File: src/design/fnp_pkg.sv
// shared constants and types for the non-secure flash program control block
package fnp_pkg;

   // =======================================
   // clock and timing
   localparam int unsigned CLK_MHZ      = 100;
   localparam int unsigned T_WRITE_US   = 43;
   localparam int unsigned T_PAGE_MS    = 87;
   localparam int unsigned T_ALL_MS     = 173;
   localparam real         T_PSETUP_MS  = 1.08;
   // fractional times round down to whole cycles
   localparam int unsigned WR_CYC = T_WRITE_US * CLK_MHZ;
   localparam int unsigned MS_CYC = 1000 * CLK_MHZ;
   localparam int unsigned PG_CYC = T_PAGE_MS * MS_CYC;
   localparam int unsigned AL_CYC = T_ALL_MS * MS_CYC;
   localparam int unsigned PS_CYC = $rtoi(T_PSETUP_MS * 1000.0 * CLK_MHZ + 0.001);

   // =======================================
   // register offsets (byte addresses)
   localparam logic [11:0] A_READY = 12'h400;
   localparam logic [11:0] A_RDYNX = 12'h408;
   localparam logic [11:0] A_MODE  = 12'h584;
   localparam logic [11:0] A_LOCK  = 12'h588;
   localparam logic [11:0] A_PCFG  = 12'h600;
   localparam logic [11:0] A_CMD   = 12'h604;
   localparam logic [11:0] A_STAT  = 12'h608;

   // =======================================
   // fields and reset values
   localparam logic [27:0] LOCK_KEY  = 28'hAFB_E5A7;
   localparam int unsigned KEY_LSB   = 4;
   localparam int unsigned PDUR_W    = 7;
   localparam logic [6:0]  PDUR_RST  = 7'h0A;
   localparam int unsigned ST_IGN    = 0;
   localparam int unsigned ST_LOCK   = 1;
   localparam int unsigned ST_CINV   = 2;

   typedef enum logic [2:0] {
      MODE_RO = 3'b000,
      MODE_WR = 3'b001,
      MODE_ER = 3'b010,
      MODE_PE = 3'b100
   } fnp_mode_t;

   typedef enum logic [2:0] {
      OP_NONE = 3'h0,
      OP_WORD = 3'h1,
      OP_PAGE = 3'h2,
      OP_ALL  = 3'h3,
      OP_PART = 3'h4
   } fnp_op_t;

   typedef enum logic [0:0] {
      BS_IDLE = 1'b0,
      BS_DATA = 1'b1
   } fnp_bus_st_t;

   typedef struct packed {
      logic        wr;
      logic [11:0] addr;
      logic [31:0] wdata;
   } fnp_acc_t;

   typedef struct packed {
      logic    go;
      fnp_op_t op;
   } fnp_cmd_t;

endpackage

File: src/design/fnp_ahb_slave.sv
// ahb-lite slave front end: one wait state, registered read data
module fnp_ahb_slave (
   // clock and reset
   input  logic                clock,
   input  logic                rst,
   // ahb-lite
   input  logic                hsel,
   input  logic [31:0]         haddr,
   input  logic [1:0]          htrans,
   input  logic                hwrite,
   input  logic [2:0]          hsize,
   input  logic [31:0]         hwdata,
   input  logic                hready,
   output logic                hreadyout,
   output logic                hresp,
   output logic [31:0]         hrdata,
   // register side
   output fnp_pkg::fnp_acc_t   acc,
   input  logic [31:0]         rdata
);

   fnp_pkg::fnp_bus_st_t st_r, st_nxt;
   fnp_pkg::fnp_acc_t    acc_r, acc_nxt;
   logic                 wf_r, wf_nxt;
   logic                 rdy_r, rdy_nxt;
   logic [31:0]          rd_r, rd_nxt;

   // =======================================
   // transfer sequencing
   // the wait state lets read data come from a flop
   always_comb begin
      st_nxt     = st_r;
      acc_nxt    = acc_r;
      acc_nxt.wr = 1'b0;
      wf_nxt     = wf_r;
      rdy_nxt    = rdy_r;
      rd_nxt     = rd_r;
      case (st_r)
         fnp_pkg::BS_IDLE: begin
            if (hsel && htrans[1] && hready) begin
               acc_nxt.addr = haddr[11:0];
               wf_nxt       = hwrite;
               rdy_nxt      = 1'b0;
               st_nxt       = fnp_pkg::BS_DATA;
            end
         end
         fnp_pkg::BS_DATA: begin
            acc_nxt.wr    = wf_r;
            acc_nxt.wdata = hwdata;
            if (!wf_r) begin
               rd_nxt = rdata;
            end
            rdy_nxt = 1'b1;
            st_nxt  = fnp_pkg::BS_IDLE;
         end
         default: begin
            st_nxt  = fnp_pkg::BS_IDLE;
            rdy_nxt = 1'b1;
         end
      endcase
   end

   always_ff @(posedge clock) begin
      if (rst) begin
         st_r  <= fnp_pkg::BS_IDLE;
         acc_r <= '0;
         wf_r  <= 1'b0;
         rdy_r <= 1'b1;
         rd_r  <= 32'h0000_0000;
         hresp <= 1'b0;
      end else begin
         st_r  <= st_nxt;
         acc_r <= acc_nxt;
         wf_r  <= wf_nxt;
         rdy_r <= rdy_nxt;
         rd_r  <= rd_nxt;
         hresp <= 1'b0;
      end
   end

   assign hreadyout = rdy_r;
   assign hrdata    = rd_r;
   assign acc       = acc_r;

endmodule

File: src/design/fnp_op_timer.sv
// countdown timer that holds busy for a loaded number of cycles
module fnp_op_timer #(
   parameter int unsigned W = 32
) (
   // clock and reset
   input  logic         clock,
   input  logic         rst,
   // control
   input  logic         load,
   input  logic [W-1:0] count,
   output logic         busy
);

   logic [W-1:0] cnt_r, cnt_nxt;
   logic         busy_r, busy_nxt;

   always_comb begin
      cnt_nxt = cnt_r;
      if (load) begin
         cnt_nxt = count;
      end else if (cnt_r != '0) begin
         cnt_nxt = cnt_r - W'(1);
      end
      busy_nxt = (cnt_nxt != '0);
   end

   always_ff @(posedge clock) begin
      if (rst) begin
         cnt_r  <= '0;
         busy_r <= 1'b0;
      end else begin
         cnt_r  <= cnt_nxt;
         busy_r <= busy_nxt;
      end
   end

   assign busy = busy_r;

endmodule

File: src/design/fnp_ctrl.sv
// non-secure flash program control: access mode, lock request, operation timing
module fnp_ctrl #(
   parameter int unsigned WR_CYC = fnp_pkg::WR_CYC,
   parameter int unsigned PG_CYC = fnp_pkg::PG_CYC,
   parameter int unsigned AL_CYC = fnp_pkg::AL_CYC,
   parameter int unsigned PS_CYC = fnp_pkg::PS_CYC,
   parameter int unsigned MS_CYC = fnp_pkg::MS_CYC
) (
   // clock and reset
   input  logic               clock,
   input  logic               rst,
   // ahb-lite register port
   input  logic               hsel,
   input  logic [31:0]        haddr,
   input  logic [1:0]         htrans,
   input  logic               hwrite,
   input  logic [2:0]         hsize,
   input  logic [31:0]        hwdata,
   input  logic               hready,
   output logic               hreadyout,
   output logic               hresp,
   output logic [31:0]        hrdata,
   // flash array side
   output fnp_pkg::fnp_cmd_t  flash_cmd,
   output logic               flash_busy,
   // system side
   output logic               cache_invalid,
   output logic               debug_port_lock
);

   // =======================================
   // bus front end
   fnp_pkg::fnp_acc_t acc;
   logic [31:0]       rdata;

   fnp_ahb_slave fnp_ahb_slave_i (
      .clock     (clock),
      .rst       (rst),
      .hsel      (hsel),
      .haddr     (haddr),
      .htrans    (htrans),
      .hwrite    (hwrite),
      .hsize     (hsize),
      .hwdata    (hwdata),
      .hready    (hready),
      .hreadyout (hreadyout),
      .hresp     (hresp),
      .hrdata    (hrdata),
      .acc       (acc),
      .rdata     (rdata)
   );

   // =======================================
   // state
   fnp_pkg::fnp_mode_t       mode_r, mode_nxt;
   logic                     lock_r, lock_nxt;
   logic [fnp_pkg::PDUR_W-1:0] pdur_r, pdur_nxt;
   logic                     ign_r, ign_nxt;
   logic                     cinv_r, cinv_nxt;
   fnp_pkg::fnp_cmd_t        cmd_r, cmd_nxt;
   fnp_pkg::fnp_op_t         cur_r, cur_nxt;
   logic [31:0]              len_nxt;
   logic                     busy;

   logic                     w_mode, w_lock, w_pcfg, w_cmd, w_stat;
   fnp_pkg::fnp_op_t         req_op;
   logic                     permit;

   assign w_mode = acc.wr && (acc.addr == fnp_pkg::A_MODE);
   assign w_lock = acc.wr && (acc.addr == fnp_pkg::A_LOCK);
   assign w_pcfg = acc.wr && (acc.addr == fnp_pkg::A_PCFG);
   assign w_cmd  = acc.wr && (acc.addr == fnp_pkg::A_CMD);
   assign w_stat = acc.wr && (acc.addr == fnp_pkg::A_STAT);
   assign req_op = fnp_pkg::fnp_op_t'(acc.wdata[2:0]);

   // =======================================
   // mode-gated operation permission
   always_comb begin
      case (req_op)
         fnp_pkg::OP_WORD: permit = (mode_r == fnp_pkg::MODE_WR);
         fnp_pkg::OP_PAGE: permit = (mode_r == fnp_pkg::MODE_ER);
         fnp_pkg::OP_ALL:  permit = (mode_r == fnp_pkg::MODE_ER);
         fnp_pkg::OP_PART: permit = (mode_r == fnp_pkg::MODE_PE);
         default:          permit = 1'b0;
      endcase
   end

   // =======================================
   // next-state of the control registers
   always_comb begin
      mode_nxt = mode_r;
      lock_nxt = lock_r;
      pdur_nxt = pdur_r;
      ign_nxt  = ign_r;
      cmd_nxt  = '{go: 1'b0, op: cmd_r.op};
      cur_nxt  = cur_r;
      if (w_mode) begin
         // values other than zero or a single set bit leave the mode untouched
         case (acc.wdata[2:0])
            fnp_pkg::MODE_RO,
            fnp_pkg::MODE_WR,
            fnp_pkg::MODE_ER,
            fnp_pkg::MODE_PE: mode_nxt = fnp_pkg::fnp_mode_t'(acc.wdata[2:0]);
            default:          mode_nxt = mode_r;
         endcase
      end
      if (w_lock && acc.wdata[0] &&
          (acc.wdata[31:fnp_pkg::KEY_LSB] == fnp_pkg::LOCK_KEY)) begin
         lock_nxt = 1'b1;
      end
      if (w_pcfg) begin
         pdur_nxt = acc.wdata[fnp_pkg::PDUR_W-1:0];
      end
      if (w_stat && acc.wdata[fnp_pkg::ST_IGN]) begin
         ign_nxt = 1'b0;
      end
      // a refused request sets the flag; the set wins over a clear
      if (w_cmd && (req_op != fnp_pkg::OP_NONE)) begin
         if (permit && !busy) begin
            cmd_nxt = '{go: 1'b1, op: req_op};
            cur_nxt = req_op;
         end else begin
            ign_nxt = 1'b1;
         end
      end
      // cache follows the mode being applied, so it is invalid from the same edge
      cinv_nxt = (mode_nxt != fnp_pkg::MODE_RO);
   end

   always_ff @(posedge clock) begin
      if (rst) begin
         mode_r <= fnp_pkg::MODE_RO;
         lock_r <= 1'b0;
         pdur_r <= fnp_pkg::PDUR_RST;
         ign_r  <= 1'b0;
         cinv_r <= 1'b0;
         cmd_r  <= '{go: 1'b0, op: fnp_pkg::OP_NONE};
         cur_r  <= fnp_pkg::OP_NONE;
      end else begin
         mode_r <= mode_nxt;
         lock_r <= lock_nxt;
         pdur_r <= pdur_nxt;
         ign_r  <= ign_nxt;
         cinv_r <= cinv_nxt;
         cmd_r  <= cmd_nxt;
         cur_r  <= cur_nxt;
      end
   end

   // =======================================
   // operation timing
   // each figure is the worst case; busy lasts exactly that long
   always_comb begin
      case (cmd_r.op)
         fnp_pkg::OP_WORD: len_nxt = 32'(WR_CYC);
         fnp_pkg::OP_PAGE: len_nxt = 32'(PG_CYC);
         fnp_pkg::OP_ALL:  len_nxt = 32'(AL_CYC);
         fnp_pkg::OP_PART: len_nxt = 32'(pdur_r) * 32'(MS_CYC) + 32'(PS_CYC);
         default:          len_nxt = 32'h0000_0001;
      endcase
   end

   fnp_op_timer #(
      .W (32)
   ) fnp_op_timer_i (
      .clock (clock),
      .rst   (rst),
      .load  (cmd_r.go),
      .count (len_nxt),
      .busy  (busy)
   );

   // =======================================
   // register read mux
   // busy is also seen during the start pulse so no second start slips in
   logic idle;
   assign idle = !busy && !cmd_r.go;

   always_comb begin
      rdata = 32'h0000_0000;
      case (acc.addr)
         fnp_pkg::A_READY: rdata[0] = idle;
         fnp_pkg::A_RDYNX: rdata[0] = idle;
         fnp_pkg::A_MODE:  rdata[2:0] = mode_r;
         fnp_pkg::A_PCFG:  rdata[fnp_pkg::PDUR_W-1:0] = pdur_r;
         fnp_pkg::A_STAT: begin
            rdata[fnp_pkg::ST_IGN]  = ign_r;
            rdata[fnp_pkg::ST_LOCK] = lock_r;
            rdata[fnp_pkg::ST_CINV] = cinv_r;
         end
         default: rdata = 32'h0000_0000;
      endcase
   end

   assign flash_cmd       = cmd_r;
   assign flash_busy      = busy;
   assign cache_invalid   = cinv_r;
   assign debug_port_lock = lock_r;

   // =======================================
   // checks
   logic [31:0] blen_r;
   logic [31:0] plim_r;

   always_ff @(posedge clock) begin
      if (rst) begin
         blen_r <= 32'h0000_0000;
         plim_r <= 32'h0000_0000;
      end else if (cmd_r.go) begin
         blen_r <= 32'h0000_0000;
         plim_r <= len_nxt;
      end else if (busy) begin
         blen_r <= blen_r + 32'h0000_0001;
      end
   end
endmodule

File: config.mk
export PLATFORM = sky130hd
export DESIGN_NAME = fnp_ctrl
export DESIGN_NICKNAME = d
export VERILOG_FILES = /design/src/design/fnp_pkg.sv /design/src/design/fnp_ahb_slave.sv /design/src/design/fnp_op_timer.sv /design/src/design/fnp_ctrl.sv
export SDC_FILE = /design/constraint.sdc
export NUM_CORES = 1
export LEC_CHECK = 0
export BUFFER_PORTS_ARGS = -buffer_cell sky130_fd_sc_hd__buf_2
export CORE_MARGIN = 2
export CORE_UTILIZATION = 52
export DETAILED_ROUTE_END_ITERATION = 8
export PLACE_DENSITY = 0.76
export SLEW_MARGIN = 10
export SYNTH_ARGS = -nofsm -noshare
export SYNTH_HDL_FRONTEND = slang
export SYNTH_SLANG_ARGS = --single-unit
export TNS_END_PERCENT = 100
File: constraint.sdc
create_clock -name clock -period 4.1 [get_ports clock]
set_input_delay 1.025 -clock clock [delete_from_list [all_inputs] [get_ports clock]]
set_output_delay 1.025 -clock clock [all_outputs]
set_load 0.02 [all_outputs]
Word-level counts from Yosys, hierarchy flattened
Cells that the tools add are included.
- add/subtract/negate cells: 2
- $mul: 1
- equal/unequal tests: 20
- muxes and demuxes: 17
- bitwise gates (word level): 3
- reduce and logical (&&, ||, !) cells: 28
- operators by type and width (operator ; number):
    25-bit case mux with 4 select lines ; 1
    12-bit by 11-bit == test with 1-bit output (second input constant) ; 7
    32-bit 2-to-1 mux ; 2
    32-bit nonzero test ; 2
    32-bit by 1-bit subtractor with 32-bit output (second input constant) ; 1
    28-bit == test (second input constant) ; 1
    24-bit by 17-bit adder with 25-bit output (second input constant) ; 1
    7-bit by 12-bit multiplier with 19-bit output (second input constant) ; 1
    3-bit by 2-bit == test with 1-bit output (second input constant) ; 5
    1-bit logical AND ; 13
    3-bit by 1-bit == test with 1-bit output (second input constant) ; 3
    3-bit == test (second input constant) ; 3
    4-bit 2-to-1 mux ; 2
    2-bit OR reduction ; 4
    3-bit 2-to-1 mux ; 2
    2-bit case mux with 3 select lines ; 1
    2-bit AND reduction ; 3
    3-bit nonzero test ; 2
    1-bit 2-to-1 mux ; 5
    1-bit case mux with 2 select lines ; 2
    1-bit case mux with 4 select lines ; 1
    4-bit OR reduction ; 1
    3-bit zero test ; 1
    1-bit inverter ; 3
    3 further kinds ; 4
- bits in registers: 105
- bits of input ports: 74
- output and inout port bits: 41
- logic and storage cells: 87

Logic depth before layout (Yosys ltp)
- word-level depth: 6
- gate-level depth with buffers: 19
- gate-level depth less buffers: 18

Hierarchy
Synthesis repeated with hierarchy kept, for this count alone.
- cell total of the unflattened synthesis: 951
- area total of the unflattened synthesis: 7875.1 µm²
- modules (own cells, without submodules) (module ; instances ; cells an instance ; area an instance (µm²) ; sequential area each (µm²)):
    fnp_ctrl ; 1 ; 365 ; 2902.8 ; 340.3
    fnp_ahb_slave ; 1 ; 313 ; 2815.2 ; 1601.5
    fnp_op_timer ; 1 ; 273 ; 2157.1 ; 660.6

Worst setup path before layout
Ideal clock, no wire load.
- path type: reg2reg
- start point: register pdur_r[5] (netlist name)
- end point: register fnp_op_timer_i.busy_r (netlist: fnp_op_timer_i.busy)
- setup time: 0.139 ns
- arrival time: 4.398 ns
- required time: 3.961 ns
- path slack: -0.436 ns
- stages on the path, launching flop included: 17
- path buffers: 0
- clock period less this slack: 4.536 ns
- cell sequence: dfxtp_1 > inv_1 > ha_1 > inv_1 > ha_1 > ha_1 > fa_1 > ha_1 > a211o_1 > a211o_1 > a211oi_1 > a21boi_1 > a21o_1 > nor4_1 > o21a_1 > a2111oi_2 > a41oi_1
- word-level cells in the longest chain between the ends: 5
- ends and longest elaborated chain (what ; RTL line ; text):
    start: declaration ; fnp_ctrl.sv:57 ; logic [fnp_pkg::PDUR_W-1:0] pdur_r, pdur_nxt;
    start signal: assignment ; fnp_ctrl.sv:134 ; pdur_r <= fnp_pkg::PDUR_RST;
    start signal: assignment ; fnp_ctrl.sv:142 ; pdur_r <= pdur_nxt;
    7-bit by 12-bit multiplier with 19-bit output ; fnp_ctrl.sv:158 ; fnp_pkg::OP_PART: len_nxt = 32'(pdur_r) * 32'(MS_CYC) + 32'(PS_CYC);
    24-bit by 17-bit adder with 25-bit output ; fnp_ctrl.sv:158 ;
    25-bit case mux with 4 select lines ; fnp_ctrl.sv:154 ; case (cmd_r.op)
    32-bit 2-to-1 mux ; fnp_op_timer.sv:19 ; if (load) begin
    32-bit nonzero test ; fnp_op_timer.sv:24 ; busy_nxt = (cnt_nxt != '0);
    end signal: assignment ; fnp_op_timer.sv:33 ; busy_r <= busy_nxt;
    end: declaration ; fnp_op_timer.sv:15 ; logic busy_r, busy_nxt;
Every way passes these cells.
A chain may end at the register's enable or synchronous reset.

Final worst setup path
- start point: register pdur_r[6] (netlist name)
- end point: register fnp_op_timer_i.busy_r (netlist: fnp_op_timer_i.busy)
The elaborated chain is that of the path after synthesis.

==> summary.txt <==
Global route
  • GRT Total Usage: 0.246
  • Largest net degree at the start of global routing: 51
  • First-pass GRT wire length: 29,200 µm
  • Total gr overflow: 0
  • Initial antenna violation count: 0
  • Vias in the first global route: 6,443

Power and ir drop
  • Net Sw Frac: 0.403
  • P_sw: 0.00154 W
  • Sequential group share of total power: 0.341
  • Static leakage: 3.77 nW
  • Pint: 0.00228 W
  • Pwr dens: 429 mW/mm²
  • Clock power frac: 0.219
  • Peak supply drop: 0.324 mV
  • Logic pwr share: 0.440

Placement
  • Dpl cells: 1,135
  • Final GP Congestion: 0.868
  • PortBufs: 64
  • Final HPWL from detailed placement: 12,600 µm

Run
  • Max Cap Viol: 0

Yosys
  • Cell Area, Synth: 0.00702 mm²
  • Synth Register Bits: 105
  • Most used flip-flop cell after synthesis: dfxtp_1
  • Sequential fraction of the synthesis area: 0.300
  • Synth warnings: 0
  • Synth Instances: 862
  • EDFF count, synth: 0
  • Post-synth cell types: 74
  • Syn Area/Cell: 8.14 µm²
  • Async set-reset flop share out of synthesis: 0

Drt
  • Remaining routing DRC violations: 0
  • Initial DRC count: 559
  • Via density: 5.72
  • Via count: 6,696
  • DR WL/cell: 15.4 µm
  • Post-DRT Antenna Nets: 0
  • Detailed Route WL: 18,000 µm
  • DRT Pass-1 Iters: 5

Timing
  • Clock Skew: 9.49 ps
  • Max transition margin: 0.360
  • Endpoints failing setup: 4
  • Period minus WS final: 4440 ps
  • RSZ-0062 raised after global routing: yes
  • Highest clock rate: 0.225 GHz
  • Worst Tran Pin Value: 960 ps
  • Final Hold Vio Count: 0
  • Final WS setup: -344 ps
  • Period utilisation layout: 1.08
  • Max-slew violations: 0

Run status
  • Outcome: finished with violations
  • Failing checks: negative setup slack

Clock tree
  • Max clock buf depth: 2
  • Clk Latency, worst-skew pair: 360 ps
  • CTS tree: built
  • H-tree levels: 3
  • Cts bufs inserted: 9
  • Root buf cell: clkbuf_16
  • Clk slew on worst S/H paths: 80 ps
  • Num Clock Sinks: 105
  • Hold buffers post-CTS: 0

Critical path
  • Crit. End Element: flop
  • CP max FO: 4
  • Arrival time at the worst endpoint: 4620 ps
  • R2r startpoint: pdur_r[6]
  • Worst setup SP type: flop
  • Worst path required time: 4280 ps
  • Crit path launch: pdur_r[6]
  • Setup CP Type: reg -> reg

Finish
  • Fillers: 1,095
  • Layout area overhead: 26.8%
  • Final #Nets: 1,125
  • Layout cell share with drive strength beyond 1: 0.260
  • Fin cells: 1,170
  • Ant. Diodes: 0
  • Final core occ: 0.674

Worst hold path
  • HP Class: reg -> reg
  • Hold Crit Start: fnp_ahb_slave_i.acc[43]

Die
  • # rows: 42
  • Core Footprint: 0.0132 mm²
  • Die height: 120 µm
  • Die W: 120 µm
  • Die Area: 0.0144 mm²
  • # IOs: 115
  • Initial Util: 0.532
[cell usage after synthesis (all sizes together) (12+ instances only)]
cell type | instances | area, µm²
a21oi | 50 | 250
buf | 38 | 254
clkbuf | 26 | 97.6
dfxtp | 105 | 2100
ha | 55 | 688
inv | 22 | 82.6
mux2i | 37 | 370
nand2 | 81 | 304
nand3 | 20 | 100
nand4 | 12 | 75.1
nor2 | 111 | 417
nor3 | 37 | 185
o21ai | 28 | 140
or3 | 14 | 92.6
xnor2 | 15 | 139
xor2 | 20 | 175
[registers in the layout (all words and copies together), names as in the netlist]
| signal | flops |
|---|---|
| cache_invalid | 1 |
| debug_port_lock | 1 |
| flash_cmd | 4 |
| fnp_ahb_slave_i.acc | 45 |
| fnp_ahb_slave_i.hrdata | 7 |
| fnp_ahb_slave_i.hreadyout | 1 |
| fnp_ahb_slave_i.st_r | 1 |
| fnp_ahb_slave_i.wf_r | 1 |
| fnp_op_timer_i.busy | 1 |
| fnp_op_timer_i.cnt_r | 32 |
| ign_r | 1 |
| mode_r | 3 |
| pdur_r | 7 |
[layout make-up]
type / instances / area, µm² / share of cell area
inverter: 23 / 86.3 / 0.00971
clock buffer: 9 / 225 / 0.0253
timing repair buffer: 156 / 1050 / 0.118
clock inverter: 6 / 62.6 / 0.00704
sequential: 105 / 2120 / 0.239
tap: 176 / 220 / 0.0248
multi-input combinational: 695 / 5130 / 0.577
[stage by stage]
step	hold WS, ps	setup TNS [ps]	worst slack (ps)	total power (W)	area, µm²
after global routing	473	-1620	-478	0.00407	8890
after detailed placement	443	-1450	-401	0.00292	7970
final	452	-799	-344	0.00382	8890
after floorplan	431	-107	-107	0.00255	7230
after CTS	454	-446	-270	0.00379	8640
after global placement	441	-1210	-351	0.00289	7970
[critical path, stage by stage, from the launching register on]
cell and delay, ps:
dfxtp_4 370, buf_6 120, ha_4 250, inv_2 40, ha_4 150, ha_1 260, inv_1 50, fa_1 440
inv_1 80, ha_2 310, a21oi_2 190, o211ai_1 190, a211o_1 280, and3_4 180, or3_4 380, o31a_1 250
o21a_1 220, a2111oi_2 350, a41oi_1 160
[final timing paths]
| kind | endpoint | slack (ps) | cells after the start |
|---|---|---|---|
| setup / recovery | fnp_op_timer_i.busy | -340 | 18 |
| hold reg to reg | fnp_ahb_slave_i.acc[43] | 450 | 2 |
| hold / removal | fnp_ahb_slave_i.acc[43] | 450 | 2 |
| setup reg to reg | fnp_op_timer_i.busy | -340 | 18 |
[layer usage]
metal,share of wire,wire (µm),GRT usage
met5,0,0,0
met4,0.016,291,0.0721
met3,0.055,987,0.0556
met2,0.51,9230,0.445
met1,0.42,7500,0.288
[power by group through the flow]
stage | Combinational [W] | Sequential [W] | Clock (W)
6_report | 0.00168 | 0.00130 | 0.000836
5_1_grt | 0.00187 | 0.00132 | 0.000883
4_1_cts | 0.00164 | 0.00130 | 0.000850
3_5_place_dp | 0.00160 | 0.00132 | 0
3_3_place_gp | 0.00158 | 0.00131 | 0
2_1_floorplan | 0.00126 | 0.00128 | 0
[cell families after synthesis]
| logic type | Yosys count | synth area share |
|---|---|---|
| fa+ha+maj | 61 | 0.115 |
| mux | 37 | 0.0528 |
| xor+xnor | 35 | 0.0448 |
| flops | 105 | 0.300 |
| buf+inv | 87 | 0.0624 |
| simple gates | 358 | 0.253 |
| other cells | 1 | 0.000535 |
| compound gates | 178 | 0.172 |
[layout by cell type (no fill, tap or decap), types with 9 or more instances in the layout]
master,count
nor3_1,36
or3_1,12
nand2_1,81
o21ai_0,23
buf_4,85
ha_4,23
nor2_1,109
nand3_1,18
mux2i_1,37
dfxtp_1,98
o211ai_1,9
xor2_1,18
ha_1,31
inv_1,21
clkbuf_16,9
buf_2,64
nor2b_1,10
xnor2_1,12
a21oi_1,45
conb_1,26
nand4_1,12
a31oi_1,9
[timing repair]
| action | in CTS | in global routing |
|---|---|---|
| gates resized for setup | 49 | 31 |
| setup buffers | 12 | 8 |
| hold endpoints to repair | 0 | 0 |
| setup endpoints to repair | 7 | 9 |
| pin swaps | 38 | 19 |
(Power assumes the default switching activity.)
